File: config.mk
export PLATFORM = sky130hd
export DESIGN_NAME = rtcs_serial_slave
export DESIGN_NICKNAME = d
export VERILOG_FILES = /design/src/hdl/rtcs_serial_slave.v /design/src/hdl/rtcs_regfile.v
export VERILOG_INCLUDE_DIRS = /design/src /design/src/hdl
export SDC_FILE = /design/constraint.sdc
export NUM_CORES = 1
export LEC_CHECK = 0
export CORE_MARGIN = 3
export CORE_UTILIZATION = 40
export DETAILED_ROUTE_END_ITERATION = 7
export DONT_BUFFER_PORTS = 1
export SLEW_MARGIN = 20
export SYNTH_ARGS = -nofsm -noshare
export SYNTH_HDL_FRONTEND = slang
export SYNTH_HIERARCHICAL = 1
export SYNTH_SLANG_ARGS = --single-unit
File: constraint.sdc
create_clock -name clk -period 3.7 [get_ports clk]
set_input_delay 0.185 -clock clk [delete_from_list [all_inputs] [get_ports clk]]
set_output_delay 0.185 -clock clk [all_outputs]
set_load 0.1 [all_outputs]
File: src/hdl/rtcs_defines.vh
// constants shared by the serial clock slave and its register store
`ifndef RTCS_DEFINES_VH
`define RTCS_DEFINES_VH

// bus identity: 8-bit select byte d0 with the direction bit cleared
`define RTCS_SLAVE_ADDR 7'h68
`define RTCS_NUM_REGS 8
`define RTCS_PTR_W 3

// register indices
`define RTCS_IDX_SEC 3'h0
`define RTCS_IDX_MIN 3'h1
`define RTCS_IDX_HOUR 3'h2
`define RTCS_IDX_DAY 3'h3
`define RTCS_IDX_DATE 3'h4
`define RTCS_IDX_MONTH 3'h5
`define RTCS_IDX_YEAR 3'h6
`define RTCS_IDX_CTRL 3'h7

// field positions
`define RTCS_ST_BIT 7
`define RTCS_CEB_BIT 7
`define RTCS_CB_BIT 6
`define RTCS_OUT_BIT 7
`define RTCS_FT_BIT 6

// reset image, byte 0 in the low bits: day, date and month start at 01
`define RTCS_REG_RESET 64'h0000010101000000

// byte kinds seen by the receiver
`define RTCS_KIND_SADR 2'h0
`define RTCS_KIND_WADR 2'h1
`define RTCS_KIND_DATA 2'h2

// timekeeping: rising crystal edges per second, and test tap (512 hz square)
`define RTCS_CRYSTAL_HZ 32768
`define RTCS_FT_TAP 5

// synchroniser reset image {supply, crystal, sda, scl}
`define RTCS_SYNC_RESET 4'h3

`endif

File: src/hdl/rtcs_serial_slave.v
// two-wire serial slave with bcd clock/calendar and supply lockout
//
// Overview of operation
// - slave only; selected by start followed by fixed address d0h
// - eight byte locations: seconds to years, then control, in sequence
// - supply below threshold aborts the access and clears the pointer
// - supply below threshold: all bus inputs ignored, no bus writes; the seconds tick still updates the clock
// - bus inputs recognised again once the supply is back
// - data line held stable by its driver while clock is high
// - data change while clock high is a control condition
// - bus idle while both lines stay high
// - start is data falling while clock high
// - stop is data rising while clock high
// - transmitter changes data only while clock is low
// - one clock pulse per data bit
// - every transfer opens with start and closes with stop
// - any number of bytes accepted between start and stop
// - bytes of eight bits, receiver acknowledges on ninth bit
// - pointer advances after each data byte written, or read and acknowledged
// - clock/calendar bytes held in bcd
// - 32.768 khz crystal divided down to drive seconds
// - counters seconds to century, with automatic leap-year handling
// - test/level pin driven open drain
// - slave receiver acks each byte; master nack ends a read
// - pointer advances on a read only when master acknowledges
// - write: first byte loads pointer, later bytes stored and advance
// - read without address starts at current pointer
`timescale 1ns/10ps
// constants are needed by the parameter default, so they come in ahead of the header
`include "rtcs_defines.vh"
module rtcs_serial_slave #(
  parameter CRYSTAL_DIV = `RTCS_CRYSTAL_HZ
) (
  input wire clk,
  input wire nrst,
  input wire sclIn,
  input wire sdaIn,
  output wire sdaOut,
  output reg sdaOe_q,
  input wire crystalIn,
  input wire mainSupplyOk,
  output wire testOrLevelPinOut,
  output reg testOrLevelPinOe_q
);

localparam [4:0] S_IDLE = 5'b00001;
localparam [4:0] S_RX = 5'b00010;
localparam [4:0] S_ACK = 5'b00100;
localparam [4:0] S_TX = 5'b01000;
localparam [4:0] S_RACK = 5'b10000;
localparam integer DIV_LAST_I = CRYSTAL_DIV - 1;
localparam [15:0] DIV_LAST = DIV_LAST_I[15:0]; // divider is 16 bits wide

////////////////////////////////////////////////////////////////////////
// bcd helpers

// one bcd step with wrap; returns {carry, value}
function [8:0] bcdStep;
  input [7:0] v;
  input [7:0] maxv;
  input [7:0] minv;
  input en;
  begin
    if (!en) begin
      bcdStep = {1'b0, v};
    end else if (v >= maxv) begin
      bcdStep = {1'b1, minv};
    end else if (v[3:0] == 4'h9) begin
      bcdStep = {1'b0, v[7:4] + 4'h1, 4'h0};
    end else begin
      bcdStep = {1'b0, v + 8'h01};
    end
  end
endfunction

// last date of a month, bcd month and year
function [7:0] lastDate;
  input [7:0] mon;
  input [7:0] yr;
  reg leap;
  begin
    // year divisible by four, read straight off the bcd digits
    if (yr[4]) begin
      leap = (yr[3:0] == 4'h2) || (yr[3:0] == 4'h6);
    end else begin
      leap = (yr[3:0] == 4'h0) || (yr[3:0] == 4'h4) || (yr[3:0] == 4'h8);
    end
    case (mon)
      8'h02: lastDate = leap ? 8'h29 : 8'h28;
      8'h04, 8'h06, 8'h09, 8'h11: lastDate = 8'h30;
      default: lastDate = 8'h31;
    endcase
  end
endfunction

////////////////////////////////////////////////////////////////////////
// pin synchronisers: three stages, a change counts once 2nd and 3rd agree
reg [3:0] sync1_q;
reg [3:0] sync2_q;
reg [3:0] sync3_q;
reg [3:0] filt_q;
reg sclPrev_q;
reg sdaPrev_q;

always @(posedge clk) begin
  if (!nrst) begin
    sync1_q <= `RTCS_SYNC_RESET;
    sync2_q <= `RTCS_SYNC_RESET;
    sync3_q <= `RTCS_SYNC_RESET;
    filt_q <= `RTCS_SYNC_RESET;
    sclPrev_q <= 1'b1;
    sdaPrev_q <= 1'b1;
  end else begin
    sync1_q <= {mainSupplyOk, crystalIn, sdaIn, sclIn};
    sync2_q <= sync1_q;
    sync3_q <= sync2_q;
    filt_q <= (sync2_q & sync3_q) | (filt_q & (sync2_q ^ sync3_q));
    sclPrev_q <= filt_q[0];
    sdaPrev_q <= filt_q[1];
  end
end

wire sclS = filt_q[0];
wire sdaS = filt_q[1];
wire crystalS = filt_q[2];
wire supplyOk = filt_q[3];
wire sclRise = sclS & ~sclPrev_q;
wire sclFall = ~sclS & sclPrev_q;
// data edges with clock held high are conditions, never bits
wire startSeen = sclS & sclPrev_q & sdaPrev_q & ~sdaS;
wire stopSeen = sclS & sclPrev_q & ~sdaPrev_q & sdaS;

////////////////////////////////////////////////////////////////////////
// register store
reg busWe_q;
reg [2:0] busAddr_q;
reg [7:0] busData_q;
reg [2:0] ptr_q;
wire [7:0] rdData;
wire [63:0] allData;
reg secTick;
reg [55:0] tickData;

rtcs_regfile u_regs (
  .clk(clk),
  .nrst(nrst),
  .busWe(busWe_q),
  .busAddr(busAddr_q),
  .busData(busData_q),
  .tickWe(secTick),
  .tickData(tickData),
  .rdAddr(ptr_q),
  .rdData_q(rdData),
  .allData(allData)
);

////////////////////////////////////////////////////////////////////////
// crystal prescaler: one seconds tick per CRYSTAL_DIV rising crystal edges
reg [15:0] presc_q;
reg crystalPrev_q;
wire stopOsc = allData[`RTCS_ST_BIT];

always @(posedge clk) begin
  if (!nrst) begin
    presc_q <= 16'h0000;
    crystalPrev_q <= 1'b0;
    secTick <= 1'b0;
  end else begin
    crystalPrev_q <= crystalS;
    secTick <= 1'b0;
    if (stopOsc) begin
      presc_q <= 16'h0000; // stopped oscillator holds the divider at zero
    end else if (crystalS & ~crystalPrev_q) begin
      if (presc_q == DIV_LAST) begin
        presc_q <= 16'h0000;
        secTick <= 1'b1;
      end else begin
        presc_q <= presc_q + 16'h0001;
      end
    end
  end
end

////////////////////////////////////////////////////////////////////////
// calendar ripple: next bcd image of bytes 0..6, stored on secTick
reg [8:0] rSec;
reg [8:0] rMin;
reg [8:0] rHour;
reg [8:0] rDay;
reg [8:0] rDate;
reg [8:0] rMon;
reg [8:0] rYear;
reg cbNext;

always @* begin
  rSec = bcdStep({1'b0, allData[6:0]}, 8'h59, 8'h00, 1'b1);
  rMin = bcdStep({1'b0, allData[14:8]}, 8'h59, 8'h00, rSec[8]);
  rHour = bcdStep({2'b00, allData[21:16]}, 8'h23, 8'h00, rMin[8]);
  rDay = bcdStep({5'b00000, allData[26:24]}, 8'h07, 8'h01, rHour[8]);
  rDate = bcdStep({2'b00, allData[37:32]},
                  lastDate({3'b000, allData[44:40]}, allData[55:48]), 8'h01, rHour[8]);
  rMon = bcdStep({3'b000, allData[44:40]}, 8'h12, 8'h01, rDate[8]);
  rYear = bcdStep(allData[55:48], 8'h99, 8'h00, rMon[8]);
  // century flag toggles at the year wrap only when enabled
  cbNext = allData[16 + `RTCS_CB_BIT] ^ (rYear[8] & allData[16 + `RTCS_CEB_BIT]);
  tickData = {rYear[7:0],
              3'b000, rMon[4:0],
              2'b00, rDate[5:0],
              5'b00000, rDay[2:0],
              allData[16 + `RTCS_CEB_BIT], cbNext, rHour[5:0],
              1'b0, rMin[6:0],
              allData[`RTCS_ST_BIT], rSec[6:0]};
end

////////////////////////////////////////////////////////////////////////
// test/level pin: open drain, square wave in test mode, else a level
wire [7:0] ctrlByte = allData[63:56];

assign testOrLevelPinOut = 1'b0;

always @(posedge clk) begin
  if (!nrst) begin
    testOrLevelPinOe_q <= 1'b0;
  end else if (ctrlByte[`RTCS_FT_BIT]) begin
    testOrLevelPinOe_q <= ~presc_q[`RTCS_FT_TAP];
  end else begin
    testOrLevelPinOe_q <= ~ctrlByte[`RTCS_OUT_BIT];
  end
end

////////////////////////////////////////////////////////////////////////
// serial slave state machine
reg [4:0] state_q;
reg [3:0] cnt_q;
reg [7:0] shift_q;
reg [1:0] kind_q;
reg rw_q;
reg load_q;
reg ackSeen_q;

// data pin only ever pulls low; the pull-up makes the high level
assign sdaOut = 1'b0;

always @(posedge clk) begin
  if (!nrst) begin
    state_q <= S_IDLE;
    cnt_q <= 4'h0;
    shift_q <= 8'h00;
    kind_q <= `RTCS_KIND_SADR;
    rw_q <= 1'b0;
    load_q <= 1'b0;
    ackSeen_q <= 1'b0;
    ptr_q <= 3'h0;
    sdaOe_q <= 1'b0;
    busWe_q <= 1'b0;
    busAddr_q <= 3'h0;
    busData_q <= 8'h00;
  end else if (!supplyOk) begin
    // low supply: drop the access, clear the pointer, ignore the pins
    state_q <= S_IDLE;
    ptr_q <= 3'h0;
    sdaOe_q <= 1'b0;
    busWe_q <= 1'b0;
    load_q <= 1'b0;
  end else begin
    // supply back: pins are heard again from here on
    busWe_q <= 1'b0;
    if (startSeen) begin
      // repeated start is legal anywhere and restarts address capture
      state_q <= S_RX;
      kind_q <= `RTCS_KIND_SADR;
      cnt_q <= 4'h0;
      sdaOe_q <= 1'b0;
      load_q <= 1'b0;
    end else if (stopSeen) begin
      state_q <= S_IDLE;
      sdaOe_q <= 1'b0;
      load_q <= 1'b0;
    end else begin
      case (state_q)
        S_IDLE: begin
          sdaOe_q <= 1'b0;
        end
        S_RX: begin
          if (sclRise && cnt_q < 4'h8) begin
            shift_q <= {shift_q[6:0], sdaS};
            cnt_q <= cnt_q + 4'h1;
          end else if (sclFall && cnt_q == 4'h8) begin
            case (kind_q)
              `RTCS_KIND_SADR: begin
                if (shift_q[7:1] == `RTCS_SLAVE_ADDR) begin
                  rw_q <= shift_q[0];
                  state_q <= S_ACK;
                  sdaOe_q <= 1'b1;
                end else begin
                  state_q <= S_IDLE; // not us: stay off the bus until start
                end
              end
              `RTCS_KIND_WADR: begin
                ptr_q <= shift_q[2:0];
                state_q <= S_ACK;
                sdaOe_q <= 1'b1;
              end
              default: begin
                busWe_q <= 1'b1;
                busAddr_q <= ptr_q;
                busData_q <= shift_q;
                state_q <= S_ACK;
                sdaOe_q <= 1'b1;
              end
            endcase
          end
        end
        S_ACK: begin
          if (sclFall) begin
            sdaOe_q <= 1'b0;
            cnt_q <= 4'h0;
            if (kind_q == `RTCS_KIND_DATA) begin
              ptr_q <= ptr_q + 3'h1;
            end
            if (kind_q == `RTCS_KIND_SADR && rw_q) begin
              state_q <= S_TX;
              load_q <= 1'b1;
            end else if (kind_q == `RTCS_KIND_SADR) begin
              kind_q <= `RTCS_KIND_WADR;
              state_q <= S_RX;
            end else begin
              kind_q <= `RTCS_KIND_DATA;
              state_q <= S_RX;
            end
          end
        end
        S_TX: begin
          // new bits go out only just after a falling clock
          if (load_q) begin
            load_q <= 1'b0;
            shift_q <= rdData;
            sdaOe_q <= ~rdData[7];
          end else if (sclFall) begin
            cnt_q <= cnt_q + 4'h1;
            if (cnt_q == 4'h7) begin
              state_q <= S_RACK;
              sdaOe_q <= 1'b0; // release for the master's answer
            end else begin
              shift_q <= {shift_q[6:0], 1'b0};
              sdaOe_q <= ~shift_q[6];
            end
          end
        end
        S_RACK: begin
          if (sclRise) begin
            ackSeen_q <= ~sdaS;
            if (!sdaS) begin
              ptr_q <= ptr_q + 3'h1;
            end
          end else if (sclFall) begin
            cnt_q <= 4'h0;
            if (ackSeen_q) begin
              state_q <= S_TX;
              load_q <= 1'b1;
            end else begin
              state_q <= S_IDLE;
            end
          end
        end
        default: begin
          state_q <= S_IDLE;
          sdaOe_q <= 1'b0;
        end
      endcase
    end
  end
end

endmodule // rtcs_serial_slave

File: src/hdl/rtcs_regfile.v
// eight-byte clock/calendar store with registered read port
`timescale 1ns/10ps
module rtcs_regfile (
  input wire clk,
  input wire nrst,
  input wire busWe,
  input wire [2:0] busAddr,
  input wire [7:0] busData,
  input wire tickWe,
  input wire [55:0] tickData,
  input wire [2:0] rdAddr,
  output reg [7:0] rdData_q,
  output wire [63:0] allData
);
`include "rtcs_defines.vh"

reg [63:0] mem_q;
integer i;

assign allData = mem_q;

////////////////////////////////////////////////////////////////////////
// bus write is applied after the tick so a software set is never lost
always @(posedge clk) begin
  if (!nrst) begin
    mem_q <= `RTCS_REG_RESET;
    rdData_q <= 8'h00;
  end else begin
    if (tickWe) begin
      for (i = 0; i < 7; i = i + 1) begin
        mem_q[i*8 +: 8] <= tickData[i*8 +: 8];
      end
    end
    if (busWe) begin
      mem_q[{busAddr, 3'b000} +: 8] <= busData;
    end
    rdData_q <= mem_q[{rdAddr, 3'b000} +: 8];
  end
end

endmodule // rtcs_regfile

### Word level (Yosys, flattened, before mapping)

Index checks and enable logic that the tools add are counted.

| operators by class | value |
|---|---|
| reductions and logical operators | 32 |
| bitwise gates (word level) | 34 |
| add/sub/neg operators | 17 |
| shift operators | 3 |
| order comparisons | 8 |
| mux-type cells | 87 |
| equality and inequality tests | 59 |

Operator list:

| kind | count |
|---|---|
| 56-bit two-way mux | 3 |
| 9-bit two-way mux | 11 |
| 64-bit bitwise mux | 1 |
| 8-bit by 8-bit variable shift with 64-bit output, first input constant | 1 |
| 64-bit by 7-bit indexed part select with 8-bit output | 1 |
| 8-bit by 8-bit indexed part select with 64-bit output | 1 |
| 8-bit two-way mux | 7 |
| 5-bit two-way mux | 9 |
| 4-bit two-way mux | 9 |
| 4-bit == test, second input constant | 8 |
| 2-bit != test, second input constant | 16 |
| 4-bit != test, second input constant | 8 |
| 3-bit two-way mux | 10 |
| 5-bit case mux with 5 select lines | 1 |
| 3-bit != test, second input constant | 8 |
| 7-bit AND reduction | 3 |
| 1-bit inverter | 20 |
| 1-bit two-way mux | 18 |
| 9-bit AND reduction | 2 |
| 16-bit by 1-bit adder with 16-bit output, second input constant | 1 |
| 7-bit by 1-bit adder with 8-bit output, second input constant | 2 |
| 16-bit by 15-bit == test with 1-bit output, second input constant | 1 |
| 16-bit two-way mux | 1 |
| 2-bit two-way mux | 8 |
| 56 further kinds | 90 |

| word-level totals | value |
|---|---|
| logic and storage cells | 266 |
| bits of input ports | 6 |
| output and inout port bits | 4 |
| bits in registers | 147 |

### Depth between registers and ports, before layout

Gate-level depths: netlist of the first run.

| depth | value |
|---|---|
| word-level depth | 17 |
| mapped depth | 16 |
| depth with buffers taken out | 14 |

### Hierarchy

The synthesis of the first run kept the hierarchy.

By module, submodules not included:

| module | area each (µm²) | cells an instance | sequential area each (µm²) | times used |
|---|---|---|---|---|
| rtcs_serial_slave | 5410.2 | 675 | 1501.4 | 1 |
| rtcs_regfile | 3932.5 | 391 | 1441.4 | 1 |

### Worst setup path before layout of the first run

OpenSTA, ideal clock, no wires.

| timing path | value |
|---|---|
| path type | register -> register |
| start | register u_regs.mem_q[49] (netlist: u_regs/allData[49]) |
| end | register u_regs.mem_q[33] (netlist: u_regs/allData[33]) |
| setup slack | 0.478 ns |
| buffers on the path | 1 |
| data arrival time | 3.145 ns |
| cell stages (with the launch flop) | 15 |
| library setup time | 0.078 ns |
| cell sequence | dfxtp_1 -> clkbuf_1 -> a211oi_1 -> a31oi_1 -> o21ai_0 -> a2111oi_0 -> a21oi_1 -> ha_1 -> o41ai_1 -> a21oi_1 -> or4_1 -> o21ai_0 -> mux2_2 -> a31oi_1 -> nor3_1 |

| between the ends | value |
|---|---|
| cells in the longest elaborated chain, start to end | 13 |
| elaborated cells between the ends (all ways) | 18 |
| classes of those cells | order compare: 1; eq/ne: 4; mux: 9; reduce/logical: 4 |

RTL lines:

| item | RTL line | text |
|---|---|---|
| start, declared | rtcs_regfile.v:17 | `reg [63:0] mem_q;` |
| start signal, assigned | rtcs_regfile.v:26 | `` mem_q <= `RTCS_REG_RESET; `` |
| start signal, assigned by index | rtcs_regfile.v:31 | `mem_q[i*8 +: 8] <= tickData[i*8 +: 8];` |
| start signal, assigned by index | rtcs_regfile.v:35 | `mem_q[{busAddr, 3'b000} +: 8] <= busData;` |
| 4-bit by 3-bit == test with 1-bit output / 4-bit logical NOT (equally long branches) | rtcs_serial_slave.v:86 | `leap = (yr[3:0] == 4'h0) \|\| (yr[3:0] == 4'h4) \|\| (yr[3:0] == 4'h8);` |
| 1-bit logical OR (2 in series) | rtcs_serial_slave.v:86 |  |
| 1-bit two-way mux * | rtcs_serial_slave.v:83 | `if (yr[4]) begin` |
| 1-bit two-way mux * | rtcs_serial_slave.v:89 | `8'h02: lastDate = leap ? 8'h29 : 8'h28;` |
| 5-bit case mux with 2 select lines * | rtcs_serial_slave.v:88 | `case (mon)` |
| 6-bit by 8-bit greater-or-equal comparator with 1-bit output * | rtcs_serial_slave.v:66 | `end else if (v >= maxv) begin` |
| 9-bit two-way mux * | rtcs_serial_slave.v:66 |  |
| 9-bit two-way mux * | rtcs_serial_slave.v:64 | `if (!en) begin` |
| via rDate[1] | rtcs_serial_slave.v:190 | `reg [8:0] rDate;` |
| 56-bit two-way mux * | rtcs_regfile.v:29 | `if (tickWe) begin` |
| 56-bit two-way mux * | rtcs_regfile.v:25 | `if (!nrst) begin` |
| 64-bit bitwise mux | rtcs_regfile.v:35 |  |
| 56-bit two-way mux * | rtcs_regfile.v:34 | `if (busWe) begin` |

The timed path passes the listed nets; every way through them passes the cells marked *. The select of a mux whose other input is x is not followed.
A chain may end at the register's enable or synchronous reset.

### Worst setup path in the final report of the first run

| timing path | value |
|---|---|
| start | register u_regs.mem_q[51] (netlist: u_regs/allData[51]) |
| end | register u_regs.mem_q[33] (netlist: u_regs/allData[33]) |

Same word-level chain as after synthesis.

==> results of run 1 <==
synthesized netlist by cell type (32+ instances only):
| cell | count |
|---|---|
| mux2i_1 | 76 |
| inv_1 | 33 |
| clkbuf_1 | 45 |
| o21ai_0 | 63 |
| nand3_1 | 32 |
| nand2_1 | 67 |
| ha_1 | 32 |
| nand2b_1 | 37 |
| nor2_1 | 87 |
| dfxtp_1 | 147 |
| a21oi_1 | 35 |
| o311a_1 | 33 |
kinds of logic after synthesis:
kind of cell,Yosys count,synth area share
flops,147,0.315
buf+inv,115,0.0603
compound gates,262,0.203
fa+ha+maj,32,0.0429
simple gates,377,0.217
xor+xnor,28,0.0262
mux,104,0.134
other cells,1,0.000401
path summary, 6_finish.rpt:
check	slack (ps)	cells after the start	to	from
setup / recovery	440	13	u_regs/allData[33]	u_regs/allData[51]
hold / removal	50	2	secTick	nrst
setup reg to reg	440	13	u_regs/allData[33]	u_regs/allData[51]
hold reg to reg	410	1	sync2_q[0]	sync1_q[0]
metal layers:
layer  share of wire  track usage  up-vias
li1                -            -     3917
met1            0.48        0.282     3785
met2            0.44        0.291      241
met3           0.062       0.0376       43
met4           0.020       0.0589        0
met5               0            0        -
cell type report:
class / count / area (um^2)
fillers: 2254 / 12600
well taps: 313 / 392
clock buffers: 18 / 439
clock inverters: 14 / 166
repair buffers: 26 / 233
inverters: 33 / 124
multi-input cells: 816 / 5880
flip-flops and latches: 147 / 2950
sequential cells by signal (all words and copies together) (netlist names), 2 cells and up:
name	cells
busAddr_q	3
sync3_q	4
filt_q	4
sync2_q	4
busData_q	8
u_regs/rdData_q	8
cnt_q	4
ptr_q	3
u_regs/allData	64
state_q	5
sync1_q	4
shift_q	8
kind_q	2
presc_q	16
critical path, delay by kind of cell (launching register included):
kind / cells / cell delay [ps]
compound gates: 8 / 1460
simple gates: 2 / 650
flops: 1 / 500
fa+ha+maj: 1 / 290
mux: 1 / 160
buf+inv: 1 / 130
stage by stage:
step / hold slack (ps) / setup WS (ps)
after global placement: 288 / 473
after detailed placement: 293 / 464
after CTS: 38.0 / 437
final: 48.6 / 435
after floorplan: 286 / 478
after global routing: 66.0 / 33.1
power breakdown:
| group | internal [uW] | leakage [uW] | switching (uW) |
|---|---|---|---|
| clock | 1030 | 0.000297 | 752 |
| sequential | 1590 | 0.00119 | 10.2 |
| combinational | 19.5 | 0.00209 | 49.7 |
==> metrics.csv, run 1 <==
stage;metric;value;unit
run_status;status;complete, no violations;
timing;final.setup.tns;0;ps
timing;worst-slew-pin-transition;1050;ps
grt;grt_start_max_net_pins;79;
setup_path;path_cells;inv_1 > a31oi_1 > o21ai_0 > a2111oi_0 > a21oi_1 > ha_1 > o41ai_1 > a21oi_1 > or4_1 > o21ai_0 > mux2_2 > a31oi_1 > nor3_1;
setup_path;setup_crit_path_kind;flip-flop to flip-flop;
synth;synthArstFlopShare;0;
final_layout;final_net_count;1079;
grt;grt_antenna_before_repair;0;
grt;grt_pass1_wl;40200;um
final_layout;fraction_of_layout_cells_with_a_size_suffix_above_1;0.112;
grt;grt_util_all_layers;0.194;
cts;clock_sink_count;147;
synth;ys_seq_area_frac;0.315;
setup_path;cp-start-kind;flip-flop;
cts;cts.hold.buffers_added;8;
floorplan;start_util;0.410;
cts;cts-htree-levels;4;
place;placement.io_buffers;0;
final_layout;final_cell_mix;dfxtp_1, nor2_1, mux2i_1, nand2_1, o21ai_0;
floorplan;num_rows;55;
setup_path;timing.critical_path.fanout_max;10;
cts;clk-insertion-delay-late;430;ps
floorplan;chipHeight;159;um
worst_hold_path;min-delay-path-class;input pin to flip-flop;
place;globalplace.congestion;0.923;
synth;ys_seq_elements;147;
timing;worst_clock_skew;10.5;ps
detailed_routing;wl;24600;um
synth;synth-main-ff-cell;dfxtp_1;
detailed_routing;via_per_inst;5.84;
final_layout;final_core_utilization;0.447;
timing;maxClockFrequency;306;MHz
detailed_routing;vias;7986;
synth;avgSynthCellArea;8.76;um^2
cts;cts_repair_resize_count;0;
detailed_routing;initialDrtViolationCount;809;
power;power.ir.vdd_worst;0.294;mV
power;cellPowerDensity;339;nW/um^2
timing;layout_worst_path_cycle_share;0.882;
final_layout;area_growth;8.99;%
final_layout;most_common_cell_after_layout_fill_and_taps_aside;dfxtp_1;
floorplan;design.core.area;22800;um^2
synth;synth_area_leaders;dfxtp_1, mux2i_1, ha_1, mux4_2, o311a_1;
synth;post_synth_instance_area;9340;um^2
synth;synth_top_cell_by_area;dfxtp_1;
floorplan;horizontal_die_dimension;159;um
timing;worst_slew_margin_rel;0.301;
floorplan;dieArea;25200;um^2
setup_path;setup.worst_path.end_class;flip-flop;
synth;count_of_mapped_cells_out_of_synthesis;1066;
timing;hold_viol_final;0;
place;post-place-cells;1327;
synth;count_of_flip_flops_with_a_built_in_enable_after_synthesis;0;
setup_path;critical-path-max-stage-delay;510;ps
timing;rsz0062_at_grt;no;
final_layout;design_area;10200;um^2
setup_path;worstPathArrival;3610;ps
cts;cts_tree;built;
synth;synthDistinctLibCells;90;
final_layout;post_layout_nonfiller_instances;1367;
setup_path;critPathRequiredTime;4050;ps
floorplan;io-pin-count;10;
cts;clk_transition_reported_paths;70;ps
cts;cell_at_the_root_of_the_clock_tree;clkbuf_16;
cts;ctsLongestPathBuffers;2;
timing;timing.final.setup_violations;0;
power;post-layout-total-power;3450;uW
synth;synth_largest_type_area_fraction;0.315;
detailed_routing;wire_per_inst;18.0;um
timing;final_worst_path_period_need;3260;ps
grt;overflow_left_after_global_routing;0;
detailed_routing;dr.pass1.iters;7;
grt;grt_pass1_vias;7369;
power;static-leakage-power;0.00357;uW
synth;yosys_warnings;6;
cts;cts-buffers-inserted;17;
detailed_routing;post-route-drc-count;0;
place;dpl_cell_area;9480;um^2
timing;slew_viol_final;0;
setup_path;critical_path.slowest_cell;or4_1;
final_layout;insertedDiodeCount;0;
cts;cts.repair_timing.setup_buffer_count;0;
run;max_cap_viol_count;0;
place;detailed_place_hpwl;16400;um
detailed_routing;drt.antenna.violating_nets;0;
Note: power is estimated with default switching activity, not from simulation.
==> run 2: changes to the inputs <==
--- a/config.mk
+++ b/config.mk
@@ -6,10 +6,11 @@
 export SDC_FILE = /design/constraint.sdc
 export NUM_CORES = 1
 export LEC_CHECK = 0
+export BUFFER_PORTS_ARGS = -buffer_cell sky130_fd_sc_hd__buf_2
 export CORE_MARGIN = 3
 export CORE_UTILIZATION = 40
 export DETAILED_ROUTE_END_ITERATION = 7
-export DONT_BUFFER_PORTS = 1
+export GPL_ROUTABILITY_DRIVEN = 0
 export SLEW_MARGIN = 20
 export SYNTH_ARGS = -nofsm -noshare
 export SYNTH_HDL_FRONTEND = slang
==> run 2 against run 1 <==
Effect of this change: global-route usage down 0.36 points; sequential share of layout area up 0.10 points; count of clock-buffer cells in the layout up 1; clock power is essentially flat; critical path depth unchanged; die area is the same; final area decreased by 0.36%; maximum frequency down 2.3%; sequential cell count stayed put; critical path type unchanged; largest power group unchanged.
==> metrics.csv, run 2 (same netlist as run 1, synthesis figures left out) <==
stage;metric;value;unit;change
final_layout;fraction_of_layout_cells_with_a_size_suffix_above_1;0.115;;was 0.112
floorplan;dieArea;25200;um^2;unchanged
timing;maxClockFrequency;299;MHz;was 306 MHz
final_layout;post_layout_nonfiller_instances;1367;;unchanged
cts;clk_transition_reported_paths;60;ps;was 70 ps
final_layout;most_common_cell_after_layout_fill_and_taps_aside;dfxtp_1;;unchanged
floorplan;horizontal_die_dimension;159;um;unchanged
grt;grt_util_all_layers;0.190;;was 0.194
worst_hold_path;min-delay-path-class;input pin to flip-flop;;unchanged
cts;cell_at_the_root_of_the_clock_tree;clkbuf_16;;unchanged
cts;ctsLongestPathBuffers;2;;unchanged
timing;worst_clock_skew;10.6;ps;was 10.5 ps
floorplan;design.core.area;22800;um^2;unchanged
timing;layout_worst_path_cycle_share;0.903;;was 0.882
timing;timing.final.setup_violations;0;;unchanged
place;post-place-cells;1332;;was 1,327
floorplan;chipHeight;159;um;unchanged
timing;hold_viol_final;0;;unchanged
detailed_routing;initialDrtViolationCount;776;;was 809
setup_path;cp-start-kind;flip-flop;;unchanged
detailed_routing;via_per_inst;5.81;;was 5.84
setup_path;worstPathArrival;3680;ps;was 3610 ps
detailed_routing;dr.pass1.iters;5;;was 7
detailed_routing;wire_per_inst;17.6;um;was 18.0 um
grt;grt_pass1_vias;7381;;was 7,369
place;preCtsSetupSlack;257;ps;was 464 ps
place;placement.io_buffers;7;;was 0
timing;rsz0062_at_grt;no;;unchanged
cts;cts-buffers-inserted;17;;unchanged
final_layout;final_net_count;1080;;was 1,079
detailed_routing;wl;24100;um;was 24,600 um
floorplan;start_util;0.410;;unchanged
grt;overflow_left_after_global_routing;0;;unchanged
timing;worst_slew_margin_rel;0.291;;was 0.301
run_status;status;complete, no violations;;unchanged
cts;clk-insertion-delay-late;430;ps;about the same
setup_path;setup.worst_path.end_class;flip-flop;;unchanged
floorplan;num_rows;55;;unchanged
timing;slew_viol_final;0;;unchanged
grt;grt_antenna_before_repair;0;;unchanged
place;detailed_place_hpwl;16500;um;was 16,400 um
final_layout;final_core_utilization;0.445;;was 0.447
final_layout;insertedDiodeCount;0;;unchanged
power;static-leakage-power;0.00357;uW;about the same
setup_path;critPathRequiredTime;4040;ps;was 4050 ps
timing;worst_slack;359;ps;was 435 ps
power;power.ir.vdd_worst;0.271;mV;was 0.294 mV
run;max_cap_viol_count;0;;unchanged
timing;finalHoldWorstSlack;327;ps;was 48.6 ps
cts;cts_tree;built;;unchanged
detailed_routing;vias;7944;;was 7,986
power;cellPowerDensity;339;nW/um^2;about the same
grt;grt_pass1_wl;39600;um;was 40,200 um
timing;worst-slew-pin-transition;1060;ps;was 1050 ps
final_layout;final_cell_mix;dfxtp_1, nor2_1, mux2i_1, nand2_1, o21ai_0;;unchanged
final_layout;nFillCells;2215;;was 2,254
final_layout;area_growth;8.60;%;was 8.99%
cts;cts.repair_timing.setup_buffer_count;0;;unchanged
final_layout;area_used_by_multi_input_combinational_logic;5890;um^2;was 5880 um^2
detailed_routing;drt.antenna.violating_nets;0;;unchanged
setup_path;timing.critical_path.fanout_max;10;;unchanged
cts;cts-htree-levels;4;;unchanged
final_layout;largest_register_ffs;64;;unchanged
cts;clock_sink_count;147;;unchanged
timing;final_worst_path_period_need;3340;ps;was 3260 ps
setup_path;setup_crit_path_kind;flip-flop to flip-flop;;unchanged
floorplan;io-pin-count;10;;unchanged
final_layout;final-seq-area;2950;um^2;unchanged
detailed_routing;post-route-drc-count;0;;unchanged
grt;grt_start_max_net_pins;73;;was 79
timing;final.setup.tns;0;ps;unchanged
## run 2: worst paths after layout
| path | start | cells past startpoint | endpoint | slack [ps] |
|---|---|---|---|---|
| setup / recovery | u_regs/allData[51] | 13 | u_regs/allData[33] | 360 |
| hold / removal | nrst | 2 | sclPrev_q | 330 |
| setup reg to reg | u_regs/allData[51] | 13 | u_regs/allData[33] | 360 |
| hold reg to reg | sync1_q[1] | 1 | sync2_q[1] | 410 |
## run 2: stage by stage
step                      instance area, um^2  power (uW)
after floorplan                          9390        1690
after global placement                   9500        1700
after detailed placement                 9500        1700
after CTS                               10100        3480
after global routing                    10100        3560
final                                   10100        3440
## run 2: where the power goes
group          leakage (uW)  internal, uW  total, uW  switching (uW)
Clock              0.000293          1080       1780             699
Sequential          0.00119          1590       1590            5.77
Combinational       0.00209          17.1       72.1            55.0
## run 2: cell type report
class,count,area share
clock inverters,12,0.0154
repair buffers,27,0.0192
clock buffers,19,0.0437
flip-flops and latches,147,0.290
multi-input cells,816,0.580
well taps,313,0.0386
inverters,33,0.0122
## run 2: metal layers
| layer | vias up | share of wire | wire length, um | global-route usage |
|---|---|---|---|---|
| li1 | 3909 | - | - | - |
| met1 | 3794 | 0.48 | 11500 | 0.270 |
| met4 | 0 | 0.017 | 407 | 0.0533 |
| met3 | 32 | 0.059 | 1430 | 0.0410 |
| met5 | - | 0 | 0 | 0 |
| met2 | 209 | 0.45 | 10800 | 0.293 |
## run 2: critical path, stage by stage (launching register included)
cell	delay, ps
dfxtp_1	500
inv_1	140
a31oi_1	230
o21ai_0	100
a2111oi_0	390
a21oi_1	90
ha_1	300
o41ai_2	290
a21oi_1	250
or4_1	530
o21ai_0	80
mux2_2	160
a31oi_1	40
nor3_1	140
## run 2: what timing repair did
| action | CTS | global route |
|---|---|---|
| setup endpoints to repair | 0 | 1 |
| resized for setup | 0 | 1 |
| hold endpoints to repair | 4 | 0 |
| hold buffers | 4 | 0 |
==> run 3: changes to the inputs <==
--- a/config.mk
+++ b/config.mk
@@ -9,9 +9,10 @@
 export BUFFER_PORTS_ARGS = -buffer_cell sky130_fd_sc_hd__buf_2
 export CORE_MARGIN = 3
 export CORE_UTILIZATION = 40
+export CTS_BUF_LIST = sky130_fd_sc_hd__clkbuf_4
 export DETAILED_ROUTE_END_ITERATION = 7
 export GPL_ROUTABILITY_DRIVEN = 0
-export SLEW_MARGIN = 20
+export SLEW_MARGIN = 0
 export SYNTH_ARGS = -nofsm -noshare
 export SYNTH_HDL_FRONTEND = slang
 export SYNTH_HIERARCHICAL = 1
==> constraint.sdc (replaced) <==
create_clock -name clk -period 3.7 [get_ports clk]
set_input_delay 0.185 -clock clk [delete_from_list [all_inputs] [get_ports clk]]
set_output_delay 0.185 -clock clk [all_outputs]
set_load 0.05 [all_outputs]
==> run 3 against run 2 <==
Effect of this change: core utilization is 1.3 points lower; combinational power is 8.9% lower; global-route usage is 0.26 points lower; critical path depth stayed put; maximum frequency is 1.5% lower; via count is 0.62% higher; register-to-register slack worse by 50 ps; power is 20% lower; sequential cell count stayed put; non-clock buffer count stayed put; worst hold slack worse by 140 ps.
==> metrics.csv, run 3 (same netlist as run 1, synthesis figures left out) <==
stage;metric;value;unit;change
detailed_routing;wire_per_inst;17.6;um;about the same
cts;cts-buffers-inserted;17;;unchanged
detailed_routing;met1_length;11600;um;was 11,500 um
timing;rsz0062_at_grt;no;;unchanged
timing;hold_viol_final;0;;unchanged
final_layout;most_common_cell_after_layout_fill_and_taps_aside;dfxtp_1;;unchanged
setup_path;timing.critical_path.fanout_max;10;;unchanged
power;power.ir.vdd_worst;0.159;mV;was 0.271 mV
final_layout;fraction_of_layout_cells_with_a_size_suffix_above_1;0.115;;unchanged
detailed_routing;via_per_inst;5.84;;was 5.81
worst_hold_path;min-delay-path-class;input pin to flip-flop;;unchanged
cts;cts_tree;built;;unchanged
setup_path;critPathRequiredTime;4150;ps;was 4040 ps
setup_path;crit-reg2reg-launch;u_regs/allData[51];;unchanged
setup_path;setup_crit_path_kind;flip-flop to flip-flop;;unchanged
timing;worst_slew_margin_rel;0.289;;was 0.291
run;max_cap_viol_count;0;;unchanged
final_layout;final_core_utilization;0.432;;was 0.445
floorplan;io-pin-count;10;;unchanged
timing;final.setup.tns;0;ps;unchanged
place;placement.io_buffers;7;;unchanged
grt;grt_start_max_net_pins;73;;unchanged
detailed_routing;dr.pass1.iters;6;;was 5
cts;cts-htree-levels;4;;unchanged
worst_hold_path;hold_end;sclPrev_q;;unchanged
worst_hold_path;worst_hold_path.num_cells;2;;unchanged
final_layout;design_area;9840;um^2;was 10,100 um^2
cts;clk_transition_reported_paths;140;ps;was 60 ps
power;static-leakage-power;0.00343;uW;was 0.00357 uW
timing;slew_viol_final;0;;unchanged
setup_path;worstRegToRegCells;13;;unchanged
setup_path;critical_path.slowest_cell;or4_1;;unchanged
setup_path;critical-path-max-stage-delay;540;ps;was 530 ps
timing;layout_worst_path_cycle_share;0.917;;was 0.903
grt;overflow_left_after_global_routing;0;;unchanged
grt;grt_antenna_before_repair;1;;was 0
final_layout;largest_register_ffs;64;;unchanged
timing;worst_clock_skew;29.5;ps;was 10.6 ps
setup_path;setup.reg_to_reg.worst_slack;310;ps;was 360 ps
setup_path;worstPathArrival;3850;ps;was 3680 ps
setup_path;setup.worst_path.end_class;flip-flop;;unchanged
detailed_routing;vias;7993;;was 7,944
cts;clock_sink_count;147;;unchanged
detailed_routing;drt.antenna.violating_nets;0;;unchanged
floorplan;horizontal_die_dimension;159;um;unchanged
cts;clk-insertion-delay-late;560;ps;was 430 ps
detailed_routing;initialDrtViolationCount;701;;was 776
grt;grt_pass1_vias;7353;;was 7,381
setup_path;count_of_buffering_cells_on_the_critical_path_with_inverters_included;1;;unchanged
detailed_routing;wl;24000;um;was 24,100 um
final_layout;nFillCells;2270;;was 2,215
setup_path;cp-start-kind;flip-flop;;unchanged
floorplan;design.core.area;22800;um^2;unchanged
floorplan;num_rows;55;;unchanged
setup_path;path_cells;inv_1 > a31oi_1 > o21ai_0 > a2111oi_0 > a21oi_1 > ha_1 > o41ai_2 > a21oi_1 > or4_1 > o21ai_0 > mux2_2 > a31oi_1 > nor3_1;;unchanged
floorplan;dieArea;25200;um^2;unchanged
final_layout;area_growth;5.37;%;was 8.60%
detailed_routing;post-route-drc-count;0;;unchanged
timing;final_worst_path_period_need;3390;ps;was 3340 ps
timing;worst_slack;308;ps;was 359 ps
run_status;status;complete, no violations;;unchanged
place;detailed_place_hpwl;16500;um;unchanged
grt;grt_pass1_wl;39300;um;was 39,600 um
timing;timing.final.setup_violations;0;;unchanged
setup_path;critical_path.top_delay_family;compound AO/OA/AOI/OAI gates;;unchanged
worst_hold_path;min_from;nrst;;unchanged
power;post-layout-total-power;2750;uW;was 3440 uW
cts;cell_at_the_root_of_the_clock_tree;clkbuf_4;;was clkbuf_16
floorplan;start_util;0.410;;unchanged
detailed_routing;wire_length_on_met3;1450;um;was 1430 um
detailed_routing;routed.top_layer;met4;;unchanged
final_layout;final_net_count;1080;;unchanged
floorplan;chipHeight;159;um;unchanged
setup_path;worstReg2RegEnd;u_regs/allData[33];;unchanged
power;cellPowerDensity;279;nW/um^2;was 339 nW/um^2
final_layout;final_cell_mix;dfxtp_1, nor2_1, mux2i_1, nand2_1, o21ai_0;;unchanged
detailed_routing;metal2_wl;10700;um;was 10,800 um
timing;worst-slew-pin-transition;1070;ps;was 1060 ps
grt;grt_util_all_layers;0.188;;was 0.190
timing;maxClockFrequency;295;MHz;was 299 MHz
place;preCtsSetupSlack;257;ps;unchanged
cts;ctsLongestPathBuffers;2;;unchanged
place;dpl_cell_area;9500;um^2;unchanged
[run 3: metrics by stage]
step                      hold WS, ps  instances
after floorplan                   286       1078
after global placement            367       1332
after detailed placement          371       1332
after CTS                         165       1367
after global routing              207       1368
final                             191       1368
[run 3: report_power, final]
group | switching [uW] | internal [uW]
registers | 5.82 | 1590
logic | 48.6 | 17.1
clock network | 615 | 472
total | 669 | 2080
[run 3: layout make-up]
cell class	instances	area [um^2]	area share
Antenna cell	1	2.50	0.000254
Inverter	33	124	0.0126
Clock buffer	18	135	0.0137
Multi-Input combinational cell	816	5890	0.598
Clock inverter	13	160	0.0163
Sequential cell	147	2950	0.299
Tap cell	313	392	0.0398
Timing Repair Buffer	27	195	0.0198
[run 3: metal layers]
| layer | track usage | vias up |
|---|---|---|
| met1 | 0.269 | 3836 |
| met2 | 0.290 | 220 |
| met4 | 0.0426 | 0 |
| li1 | - | 3908 |
| met3 | 0.0404 | 29 |
| met5 | 0 | - |
[run 3: repair_timing]
item / CTS / global route
hold endpoints to repair: 4 / 0
buffers inserted: 0 / 0
setup endpoints to repair: 0 / 1
resized for setup: 0 / 1
hold buffers: 4 / 0
[run 3: worst reg2reg max path: stages, from the launching register on]
cell and delay [ps]:
dfxtp_1 530, inv_1 140, a31oi_1 240, o21ai_0 100, a2111oi_0 390, a21oi_1 90
ha_1 300, o41ai_2 290, a21oi_1 250, or4_1 540, o21ai_0 80, mux2_2 160
a31oi_1 40, nor3_1 140
[run 3: how the worst max path moves through the flow]
| stage | cells after the start | slack [ps] | startpoint | end |
|---|---|---|---|---|
| after CTS | 13 | 180 | u_regs/allData[51] | u_regs/allData[33] |
| after global routing | 13 | 20 | u_regs/allData[51] | u_regs/allData[33] |
| after floorplan | 14 | 480 | u_regs/allData[49] | u_regs/allData[33] |
| final | 13 | 310 | u_regs/allData[51] | u_regs/allData[33] |
| after global placement | 13 | 310 | u_regs/allData[51] | u_regs/allData[33] |
| after detailed placement | 13 | 260 | u_regs/allData[51] | u_regs/allData[33] |
